--- config.mk ---
export PLATFORM = sky130hd
export DESIGN_NAME = eldl_level_ctrl
export DESIGN_NICKNAME = d
export VERILOG_FILES = /design/src/design/eldl_pkg.sv /design/src/design/eldl_sync.sv /design/src/design/eldl_level_ctrl.sv
export SDC_FILE = /design/constraint.sdc
export NUM_CORES = 1
export LEC_CHECK = 0
export BUFFER_PORTS_ARGS = -buffer_cell sky130_fd_sc_hd__clkbuf_2
export CAP_MARGIN = 20
export CORE_MARGIN = 5
export CORE_UTILIZATION = 50
export DETAILED_ROUTE_END_ITERATION = 10
export GPL_TIMING_DRIVEN = 0
export PLACE_DENSITY_LB_ADDON = 0.2
export SLEW_MARGIN = 20
export SYNTH_ARGS = -nofsm -noshare
export SYNTH_HDL_FRONTEND = slang
export SYNTH_SLANG_ARGS = --single-unit
--- constraint.sdc ---
create_clock -name clk_sys_in -period 5.2 [get_ports clk_sys_in]
set_clock_uncertainty 0.05 [all_clocks]
set_input_delay 0.52 -clock clk_sys_in [delete_from_list [all_inputs] [get_ports clk_sys_in]]
set_output_delay 0.52 -clock clk_sys_in [all_outputs]
set_load 0.01 [all_outputs]
--- src/design/eldl_pkg.sv ---
// Package of constants and types for the dimming level control block.
package eldl_pkg;

  // ---------------------------------------------------------------
  // Clock and timing
  // ---------------------------------------------------------------
  localparam int CLK_HZ = 25000000;
  localparam int STARTUP_TIME_US = 1000;
  localparam int STARTUP_CYCLES = (CLK_HZ / 1000000) * STARTUP_TIME_US;

  // ---------------------------------------------------------------
  // Level codes and amplitudes
  // ---------------------------------------------------------------
  localparam int LEVEL_W = 3;
  localparam logic [LEVEL_W-1:0] LEVEL_DEFAULT = 3'h0;
  localparam logic [LEVEL_W-1:0] LEVEL_OFF = 3'h7;
  localparam logic [LEVEL_W-1:0] LEVEL_STEP = 3'h1;
  localparam int AMP_W = 7;
  localparam logic [AMP_W-1:0] AMP_OFF = 7'h00;

  typedef enum logic [2:0] {
    ELDL_STANDBY = 3'b001,
    ELDL_STARTUP = 3'b010,
    ELDL_ACTIVE  = 3'b100
  } eldl_state_t;

  // Drive amplitude in volts for a level code.
  function automatic logic [AMP_W-1:0] eldl_amplitude(input logic [LEVEL_W-1:0] code);
    case (code)
      3'h0: eldl_amplitude = 7'h55;
      3'h1: eldl_amplitude = 7'h4E;
      3'h2: eldl_amplitude = 7'h47;
      3'h3: eldl_amplitude = 7'h40;
      3'h4: eldl_amplitude = 7'h39;
      3'h5: eldl_amplitude = 7'h32;
      3'h6: eldl_amplitude = 7'h2B;
      default: eldl_amplitude = AMP_OFF;
    endcase
  endfunction

endpackage

--- src/design/eldl_sync.sv ---
// Two-flop synchroniser for one pin input.
`timescale 1ns/1ps
module eldl_sync (
  input wire logic clk_sys_in,
  input wire logic rst_n_in,
  input wire logic pin_in,
  output logic sync_out
);
  logic meta;
  logic next_meta;
  logic next_sync;

  always_comb begin
    next_meta = pin_in;
    next_sync = meta;
  end

  always_ff @(posedge clk_sys_in or negedge rst_n_in) begin
    if (!rst_n_in) begin
      meta <= 1'b0;
      sync_out <= 1'b0;
    end else begin
      meta <= next_meta;
      sync_out <= next_sync;
    end
  end
endmodule // eldl_sync

--- src/design/eldl_level_ctrl.sv ---
// Dimming level controller: enable, startup timer, pulse counter, amplitude select.
//
// How it works
// - Device runs while enable is high and is fully off while it is low.
// - Amplitude is one of seven fixed levels, plus an off state.
// - On enable the level code starts at zero, giving 85 volts.
// - A 3-bit counter counts dimming pulses, codes zero through seven.
// - Each falling dimming edge after startup advances the code by one and changes amplitude; edges during startup are ignored.
// - Codes one to six give 78, 71, 64, 57, 50, 43 volts.
// - Code seven switches the panel drive off with zero amplitude.
// - The counter wraps modulo eight, the eighth pulse restores 85 volts.
// - Undriven enable and dimming inputs read low through pull-downs.
`timescale 1ns/1ps
module eldl_level_ctrl #(
  parameter int STARTUP_CNT = eldl_pkg::STARTUP_CYCLES
) (
  input wire logic clk_sys_in,
  input wire logic rst_n_in,
  input wire logic enable_in,
  input wire logic dimming_pulse_in,
  output logic [eldl_pkg::LEVEL_W-1:0] level_code_out,
  output logic [eldl_pkg::AMP_W-1:0] amplitude_out,
  output logic drive_on_out,
  output logic panel_drive_out_a,
  output logic panel_drive_out_b,
  output logic ready_out
);
  import eldl_pkg::*;

  localparam int TMR_W = $clog2(STARTUP_CNT + 1);

  // A startup count below one leaves the timer compare without a reachable end point.
  if (STARTUP_CNT < 1) begin : g_bad_startup_cnt
    $error("STARTUP_CNT must be at least one");
  end

  // ---------------------------------------------------------------
  // Input synchronisers
  // ---------------------------------------------------------------
  // The pads carry pull-downs; reset values of the synchronisers read low.
  logic enable_sync;
  logic dim_sync;

  eldl_sync u_sync_enable (
    .clk_sys_in(clk_sys_in),
    .rst_n_in(rst_n_in),
    .pin_in(enable_in),
    .sync_out(enable_sync)
  );

  eldl_sync u_sync_dim (
    .clk_sys_in(clk_sys_in),
    .rst_n_in(rst_n_in),
    .pin_in(dimming_pulse_in),
    .sync_out(dim_sync)
  );

  // ---------------------------------------------------------------
  // Control state
  // ---------------------------------------------------------------
  eldl_state_t state;
  eldl_state_t next_state;
  logic [TMR_W-1:0] timer;
  logic [TMR_W-1:0] next_timer;
  logic dim_prev;
  logic next_dim_prev;
  logic [LEVEL_W-1:0] level;
  logic [LEVEL_W-1:0] next_level;
  logic dim_fall;

  always_comb begin
    next_state = state;
    next_timer = timer;
    next_level = level;
    next_dim_prev = dim_sync;
    dim_fall = dim_prev && !dim_sync;
    case (state)
      ELDL_STANDBY: begin
        next_timer = '0;
        next_level = LEVEL_DEFAULT;
        if (enable_sync) begin
          next_state = ELDL_STARTUP;
        end
      end
      ELDL_STARTUP: begin
        next_level = LEVEL_DEFAULT;
        if (!enable_sync) begin
          next_state = ELDL_STANDBY;
          next_timer = '0;
        end else if (timer == TMR_W'(STARTUP_CNT - 1)) begin
          next_state = ELDL_ACTIVE;
        end else begin
          next_timer = timer + TMR_W'(1);
        end
      end
      ELDL_ACTIVE: begin
        if (!enable_sync) begin
          next_state = ELDL_STANDBY;
          next_timer = '0;
          next_level = LEVEL_DEFAULT;
        end else if (dim_fall) begin
          next_level = level + LEVEL_STEP;
        end
      end
      default: begin
        next_state = ELDL_STANDBY;
      end
    endcase
  end

  always_ff @(posedge clk_sys_in or negedge rst_n_in) begin
    if (!rst_n_in) begin
      state <= ELDL_STANDBY;
      timer <= '0;
      level <= LEVEL_DEFAULT;
      dim_prev <= 1'b0;
    end else begin
      state <= next_state;
      timer <= next_timer;
      level <= next_level;
      dim_prev <= next_dim_prev;
    end
  end

  // ---------------------------------------------------------------
  // Output registers
  // ---------------------------------------------------------------
  logic [AMP_W-1:0] next_amplitude;
  logic next_drive_on;
  logic next_ready;

  always_comb begin
    next_ready = (next_state == ELDL_ACTIVE);
    next_drive_on = (next_state != ELDL_STANDBY) && (next_level != LEVEL_OFF);
    next_amplitude = next_drive_on ? eldl_amplitude(next_level) : AMP_OFF;
  end

  always_ff @(posedge clk_sys_in or negedge rst_n_in) begin
    if (!rst_n_in) begin
      level_code_out <= LEVEL_DEFAULT;
      amplitude_out <= AMP_OFF;
      drive_on_out <= 1'b0;
      panel_drive_out_a <= 1'b0;
      panel_drive_out_b <= 1'b0;
      ready_out <= 1'b0;
    end else begin
      level_code_out <= next_level;
      amplitude_out <= next_amplitude;
      drive_on_out <= next_drive_on;
      panel_drive_out_a <= next_drive_on;
      panel_drive_out_b <= next_drive_on;
      ready_out <= next_ready;
    end
  end

  // ---------------------------------------------------------------
  // Assertions
  // ---------------------------------------------------------------
  a_off_when_disabled: assert property (@(posedge clk_sys_in) disable iff (!rst_n_in)
    (!enable_sync) |=> (!drive_on_out && amplitude_out == AMP_OFF))
    else $error("drive active while disabled");

  a_level_clear_standby: assert property (@(posedge clk_sys_in) disable iff (!rst_n_in)
    (state == ELDL_STANDBY) |=> (level_code_out == LEVEL_DEFAULT && timer == '0))
    else $error("level or timer not cleared in standby");

  a_start_max_amp: assert property (@(posedge clk_sys_in) disable iff (!rst_n_in)
    (state == ELDL_STANDBY && enable_sync) |=> (amplitude_out == 7'h55 && level_code_out == LEVEL_DEFAULT))
    else $error("startup amplitude not maximum");

  a_fall_advance: assert property (@(posedge clk_sys_in) disable iff (!rst_n_in)
    (state == ELDL_ACTIVE && enable_sync && dim_fall) |=> (level == $past(level) + LEVEL_STEP))
    else $error("level did not advance on falling edge");

  a_hold_no_edge: assert property (@(posedge clk_sys_in) disable iff (!rst_n_in)
    (state == ELDL_ACTIVE && enable_sync && !dim_fall) |=> $stable(level))
    else $error("level changed without an edge");

  a_code_seven_off: assert property (@(posedge clk_sys_in) disable iff (!rst_n_in)
    (level_code_out == LEVEL_OFF) |-> (!drive_on_out && amplitude_out == AMP_OFF))
    else $error("drive on at code seven");

  a_amp_table: assert property (@(posedge clk_sys_in) disable iff (!rst_n_in)
    (drive_on_out && level_code_out == 3'h6) |-> (amplitude_out == 7'h2B))
    else $error("wrong amplitude for code six");

  a_wrap_default: assert property (@(posedge clk_sys_in) disable iff (!rst_n_in)
    (state == ELDL_ACTIVE && enable_sync && dim_fall && level == LEVEL_OFF) |=> (amplitude_out == 7'h55))
    else $error("wrap did not restore maximum");

  a_startup_ignore: assert property (@(posedge clk_sys_in) disable iff (!rst_n_in)
    (state == ELDL_STARTUP) |-> (level == LEVEL_DEFAULT && level_code_out == LEVEL_DEFAULT && !ready_out))
    else $error("edge taken during startup");

  a_ready_time: assert property (@(posedge clk_sys_in) disable iff (!rst_n_in)
    $rose(ready_out) |-> ($past(timer) == TMR_W'(STARTUP_CNT - 1)))
    else $error("ready raised at wrong time");

  a_seven_level: assert property (@(posedge clk_sys_in) disable iff (!rst_n_in)
    drive_on_out |-> (amplitude_out != AMP_OFF && level_code_out != LEVEL_OFF))
    else $error("drive on without a level");

endmodule // eldl_level_ctrl

# After elaboration in Yosys (flattened, before gate mapping)
# Index checks and enable logic that the tools add are counted.
totals:
  reg_bits: 35
  inputBits: 4
  output_inout_bits: 14
  wordCells: 49
classes:
  n_addsub: 2
  n_eq_ne: 15
  n_mux: 14
  n_reduce_logical: 7
op_table:
  columns: ["operator", "n"]
  rows:
  - ["case mux 7 bit (7 select lines)", 1]
  - ["2-to-1 mux 15 bit", 3]
  - ["case mux 15 bit (3 select lines)", 1]
  - ["2-to-1 mux 3 bit", 6]
  - ["adder 15 x 1 -> 15 bit, second input constant", 1]
  - ["equality test 15 bit, second input constant", 1]
  - ["equality test 3 bit, second input constant", 5]
  - ["equality test 3 x 2 -> 1 bit, second input constant", 3]
  - ["case mux 3 bit (3 select lines)", 1]
  - ["2-to-1 mux 7 bit", 1]
  - ["equality test 3 x 1 -> 1 bit, second input constant", 2]
  - ["inequality test 3 bit, second input constant", 2]
  - ["case mux 3 bit (2 select lines)", 1]
  - ["adder 3 x 1 -> 3 bit, second input constant", 1]
  - ["logical NOT 3 bit", 1]
  - ["inequality test 3 x 1 -> 1 bit, second input constant", 1]
  - ["AND reduction 3 bit", 1]
  - ["nonzero test 3 bit", 1]
  - ["logical AND 1 bit", 2]
  - ["inequality test 2 bit, second input constant", 1]
  - ["OR reduction 2 bit", 1]
  - ["logical NOT 1 bit", 1]

# Longest topological paths before layout
logic_depth:
  depth_word: 8
  ltp_mapped: 7
  mapped_depth_nobuf: 6

# Modules after synthesis
# A second synthesis with hierarchy kept.
unflattened:
  hier_cells: 170
  hier_area_um2: 1739.2
modules_own_cells:
  columns: ["mod", "n_inst", "cells_each", "area_per_inst_um2", "seq_area_each_um2"]
  rows:
  - ["eldl_level_ctrl", 1, 166, 1639.1, 777.0]
  - ["eldl_sync", 2, 2, 50.0, 50.0]

# Worst setup path before layout
# Ideal clock, no wire load.
synth_path:
  path_type: "register to register"
  start: "reg timer[10]"
  end: "reg timer[10]"
  setup_time_ns: 0.132
  t_arrival_ns: 1.880
  required_ns: 5.018
  path_slack_ns: 3.138
  stages_incl_launch_ff: 7
  path_buffers: 1
  period_less_slack_ns: 2.062
  path_cell_list: "dfrtp_1 -> or4b_1 -> or4_4 -> o22ai_2 -> buf_6 -> or3_1 -> a21oi_1"
synth_via:
  elab_chain_len: 4
  word_cells_on_any_way: 7
  classes_between: "1 x add/sub; 2 x eq/ne; 3 x mux; 1 x reduce/logical"
synth_rtl:
  columns: ["item", "line_no", "rtl"]
  rows:
  - ["start, declared", "eldl_level_ctrl.sv:63", "logic [TMR_W-1:0] timer;"]
  - ["start signal, assigned", "eldl_level_ctrl.sv:119", "timer <= next_timer;"]
  - ["adder 15 x 1 -> 15 bit", "eldl_level_ctrl.sv:93", "next_timer = timer + TMR_W'(1);"]
  - ["2-to-1 mux 15 bit", "eldl_level_ctrl.sv:90", "end else if (timer == TMR_W'(STARTUP_CNT - 1)) begin"]
  - ["2-to-1 mux 15 bit", "eldl_level_ctrl.sv:87", "if (!enable_sync) begin"]
  - ["case mux 15 bit (3 select lines)", "eldl_level_ctrl.sv:77", "case (state)"]
# Several ways; a longest one is shown, not always the timed one. The select of a mux whose other input is x is not followed.
# A chain may end at the register's enable or synchronous reset.

# Worst setup path in the final report
layout_path:
  start: "reg state[1]"
  end: "reg timer[11]"
layout_via:
  elab_chain_len: 3
  word_cells_on_any_way: 8
  classes_between: "5 x eq/ne; 1 x mux; 2 x reduce/logical"
layout_rtl:
  columns: ["item", "line_no", "rtl"]
  rows:
  - ["start, declared", "eldl_level_ctrl.sv:61", "eldl_state_t state;"]
  - ["start signal, assigned", "eldl_level_ctrl.sv:118", "state <= next_state;"]
  - ["equality test 3 x 2 -> 1 bit, or another cell as far along", "eldl_level_ctrl.sv:77", null]
  - ["inequality test 3 bit (no source line), or another cell as far along", null, null]
  - ["AND reduction 3 bit (no source line)", null, null]
# Several ways; a longest one is shown, not always the timed one.

==> results.json <==
{
  "status": "finished, final reports clean",
  "syn-cell-area_um2": 1675,
  "cts_buffer_depth": 2,
  "crit_type": "reg2reg",
  "setup_violations": 0,
  "multi_input_area_um2": 739.5,
  "htree_levels": 2,
  "core_area_um2": 3284,
  "cts_tree": "built",
  "grt_pass1_vias": 1213,
  "wirelength_um": 3285,
  "gr-total-overflow": 0,
  "grt_max_degree": 36,
  "relSlewSlack": 0.3281,
  "hold_viol_final": 0,
  "tightestPinTransition_ns": 0.9942,
  "fp.dieW_um": 67.89,
  "rsz0062_at_grt": "no",
  "synth_top_area_frac": 0.5078,
  "post_cts_buffers": 0,
  "power_density_nw_per_um2": 292.6,
  "hpwl_um": 2314,
  "clkSinkCount": 35,
  "syn_nets": 174,
  "num_io_pins": 18,
  "cts.hold.buffers_added": 0,
  "initial_utilization": 0.5101,
  "dr.pass1.iters": 5,
  "vias_per_cell": 5.736,
  "drtIter0Drc": 82,
  "fillCellCount": 315,
  "synth_top_area_cell": "dfrtp_1",
  "cp.arrival_ns": 2.64,
  "synth_area_leaders": "dfrtp_1, a21oi_1, nor2_1",
  "finalMaxSlewViolations": 0,
  "fmax_ghz": 0.4092,
  "ctsRootBufferMaster": "clkbuf_4",
  "postLayoutCoreUtil": 0.5783,
  "crit_required_ns": 5.40,
  "drive_above_1_share": 0.1865,
  "cap_viol_max_count": 0,
  "path_clk_slew_ns": 0.12,
  "min_path_type": "in2async",
  "p_leak_uw": 0.0008169,
  "synth_area_per_cell_um2": 9.972,
  "synth_cell_type_count": 40,
  "drc": 0,
  "clk-insertion-delay-late_ns": 0.34,
  "routabilityCongestion": 0.9305,
  "ys_ff_latch": 35,
  "wl_per_cell_um": 13.74,
  "num_antenna_cells": 0,
  "syn_to_final_growth_pct": 13.37,
  "numPortBuffers": 17,
  "antenna_found_initial": 0,
  "placed_area_um2": 1818,
  "start_kind": "flop",
  "synth_edf_count": 0,
  "worst_setup_path_end_kind": "flop",
  "fin_cells": 239,
  "crit_fanout": 10,
  "yosysSeqAreaShare": 0.5235,
  "dr_total_vias": 1371,
  "postSynthCellCount": 168,
  "die_y_um": 67.89,
  "dieArea_um2": 4608,
  "placed_cells": 231,
  "post-route-cell-area_um2": 1899,
  "vdd_drop_max_v": 0.0001369,
  "synth_warnings": 0,
  "synthArstFlopShare": 1.000,
  "globalRouteTotalUtil": 0.1554,
  "cts-buffers-inserted": 5,
  "grt_pass1_wl_um": 5299,
  "antenna_left": 0,
  "finalSetupTns_ns": 0,
  "min_period_ns": 2.444,
  "row_count": 21,
  "period_share": 0.4700,
  "regArea_um2": 877.1,
  "ctsResizeCount": 0,
  "nNetsFinal": 198,
  "ys.flop_type": "dfrtp_1"
}
==> sequential cells by signal (all words and copies together), names as in the netlist <==
name / cells
level_code_out: 3
u_sync_enable.sync_out: 1
dim_prev: 1
u_sync_dim.sync_out: 1
state: 3
panel_drive_out_b: 1
timer: 15
amplitude_out: 7
u_sync_enable.meta: 1
u_sync_dim.meta: 1
ready_out: 1
==> layout by cell type (no fill, tap or decap), drive strengths merged, types with 4 or more instances in the layout <==
cell	synthesis	layout
buf	6	6
o31ai	5	5
nand2b	4	4
or3	5	5
nand2	13	13
dfrtp	34	34
o21ai	16	16
a21oi	12	12
nor2	14	14
nand3	8	8
nor3	9	9
clkbuf	2	24
==> power by group <==
part	internal, uW	switching [uW]	total [uW]
combinational	26.1	46.4	72.5
clock	101	94.2	195
sequential	283	4.91	288
==> critical path, stage by stage (launching register included) <==
cell,delay [ns]
dfrtp_1,0.35
clkbuf_1,0.32
nor4bb_1,0.84
o41ai_1,0.38
a31oi_1,0.24
o21ai_0,0.09
o31ai_1,0.07
==> cell families after synthesis <==
group	share of synthesized area
simple gates	0.2502
compound gates	0.1651
flops	0.5235
buf+inv	0.03510
fa+ha+maj	0.02091
xor+xnor	0.005229
==> layout make-up <==
class,count,area share
Sequential cell,35,0.4618
Multi-Input combinational cell,123,0.3893
Timing Repair Buffer,17,0.04480
Tap cell,46,0.03030
Buffer,8,0.02701
Clock inverter,3,0.02306
Clock buffer,5,0.01976
Inverter,2,0.003953
==> metal layers <==
metal,wire length [um],vias to the layer above,global-route usage
li1,-,664,-
met1,1395,660,0.1739
met2,1638,42,0.2710
met3,199,5,0.04926
met4,53,0,0.06700
met5,0,-,0
==> path summary, 6_finish.rpt <==
check / slack, ns / startpoint / cells after the start / to
max reg2reg: 2.76 / state[1]$_DFF_PN0_ / 6 / timer[11]$_DFFE_PN0P_
max in group asynchronous: 4.36 / rst_n_in / 1 / timer[0]$_DFFE_PN0P_
min in group clk_sys_in: 0.23 / dimming_pulse_in / 1 / u_sync_dim.meta$_DFF_PN0_
max: 2.76 / state[1]$_DFF_PN0_ / 6 / timer[11]$_DFFE_PN0P_
min reg2reg: 0.31 / u_sync_enable.meta$_DFF_PN0_ / 0 / u_sync_enable.sync_out$_DFF_PN0_
min: 0.21 / rst_n_in / 1 / u_sync_dim.sync_out$_DFF_PN0_
==> per-stage QoR <==
stage	worst slack [ns]	hold WS (ns)	total power [uW]
6_report	2.756	0.2082	555.7
5_1_grt	2.517	0.1954	582.6
4_1_cts	2.715	0.2120	561.7
3_5_place_dp	2.751	0.2858	365.9
3_3_place_gp	2.907	0.2821	363.5
2_1_floorplan	3.138	0.1744	341.1
==> cell usage after synthesis, drive strengths merged, types with 2 or more instances <==
cell type,n
a21oi,12
a22oi,2
and2,2
and3,2
buf,6
clkbuf,2
dfrtp,34
ha,2
inv,2
nand2,13
nand2b,4
nand3,8
nand4,2
nor2,14
nor2b,2
nor3,9
nor3b,3
nor4bb,3
o21ai,16
o31ai,5
o41ai,3
or3,5
or3b,2
or4b,3
Note: power is estimated with default switching activity, not from simulation.
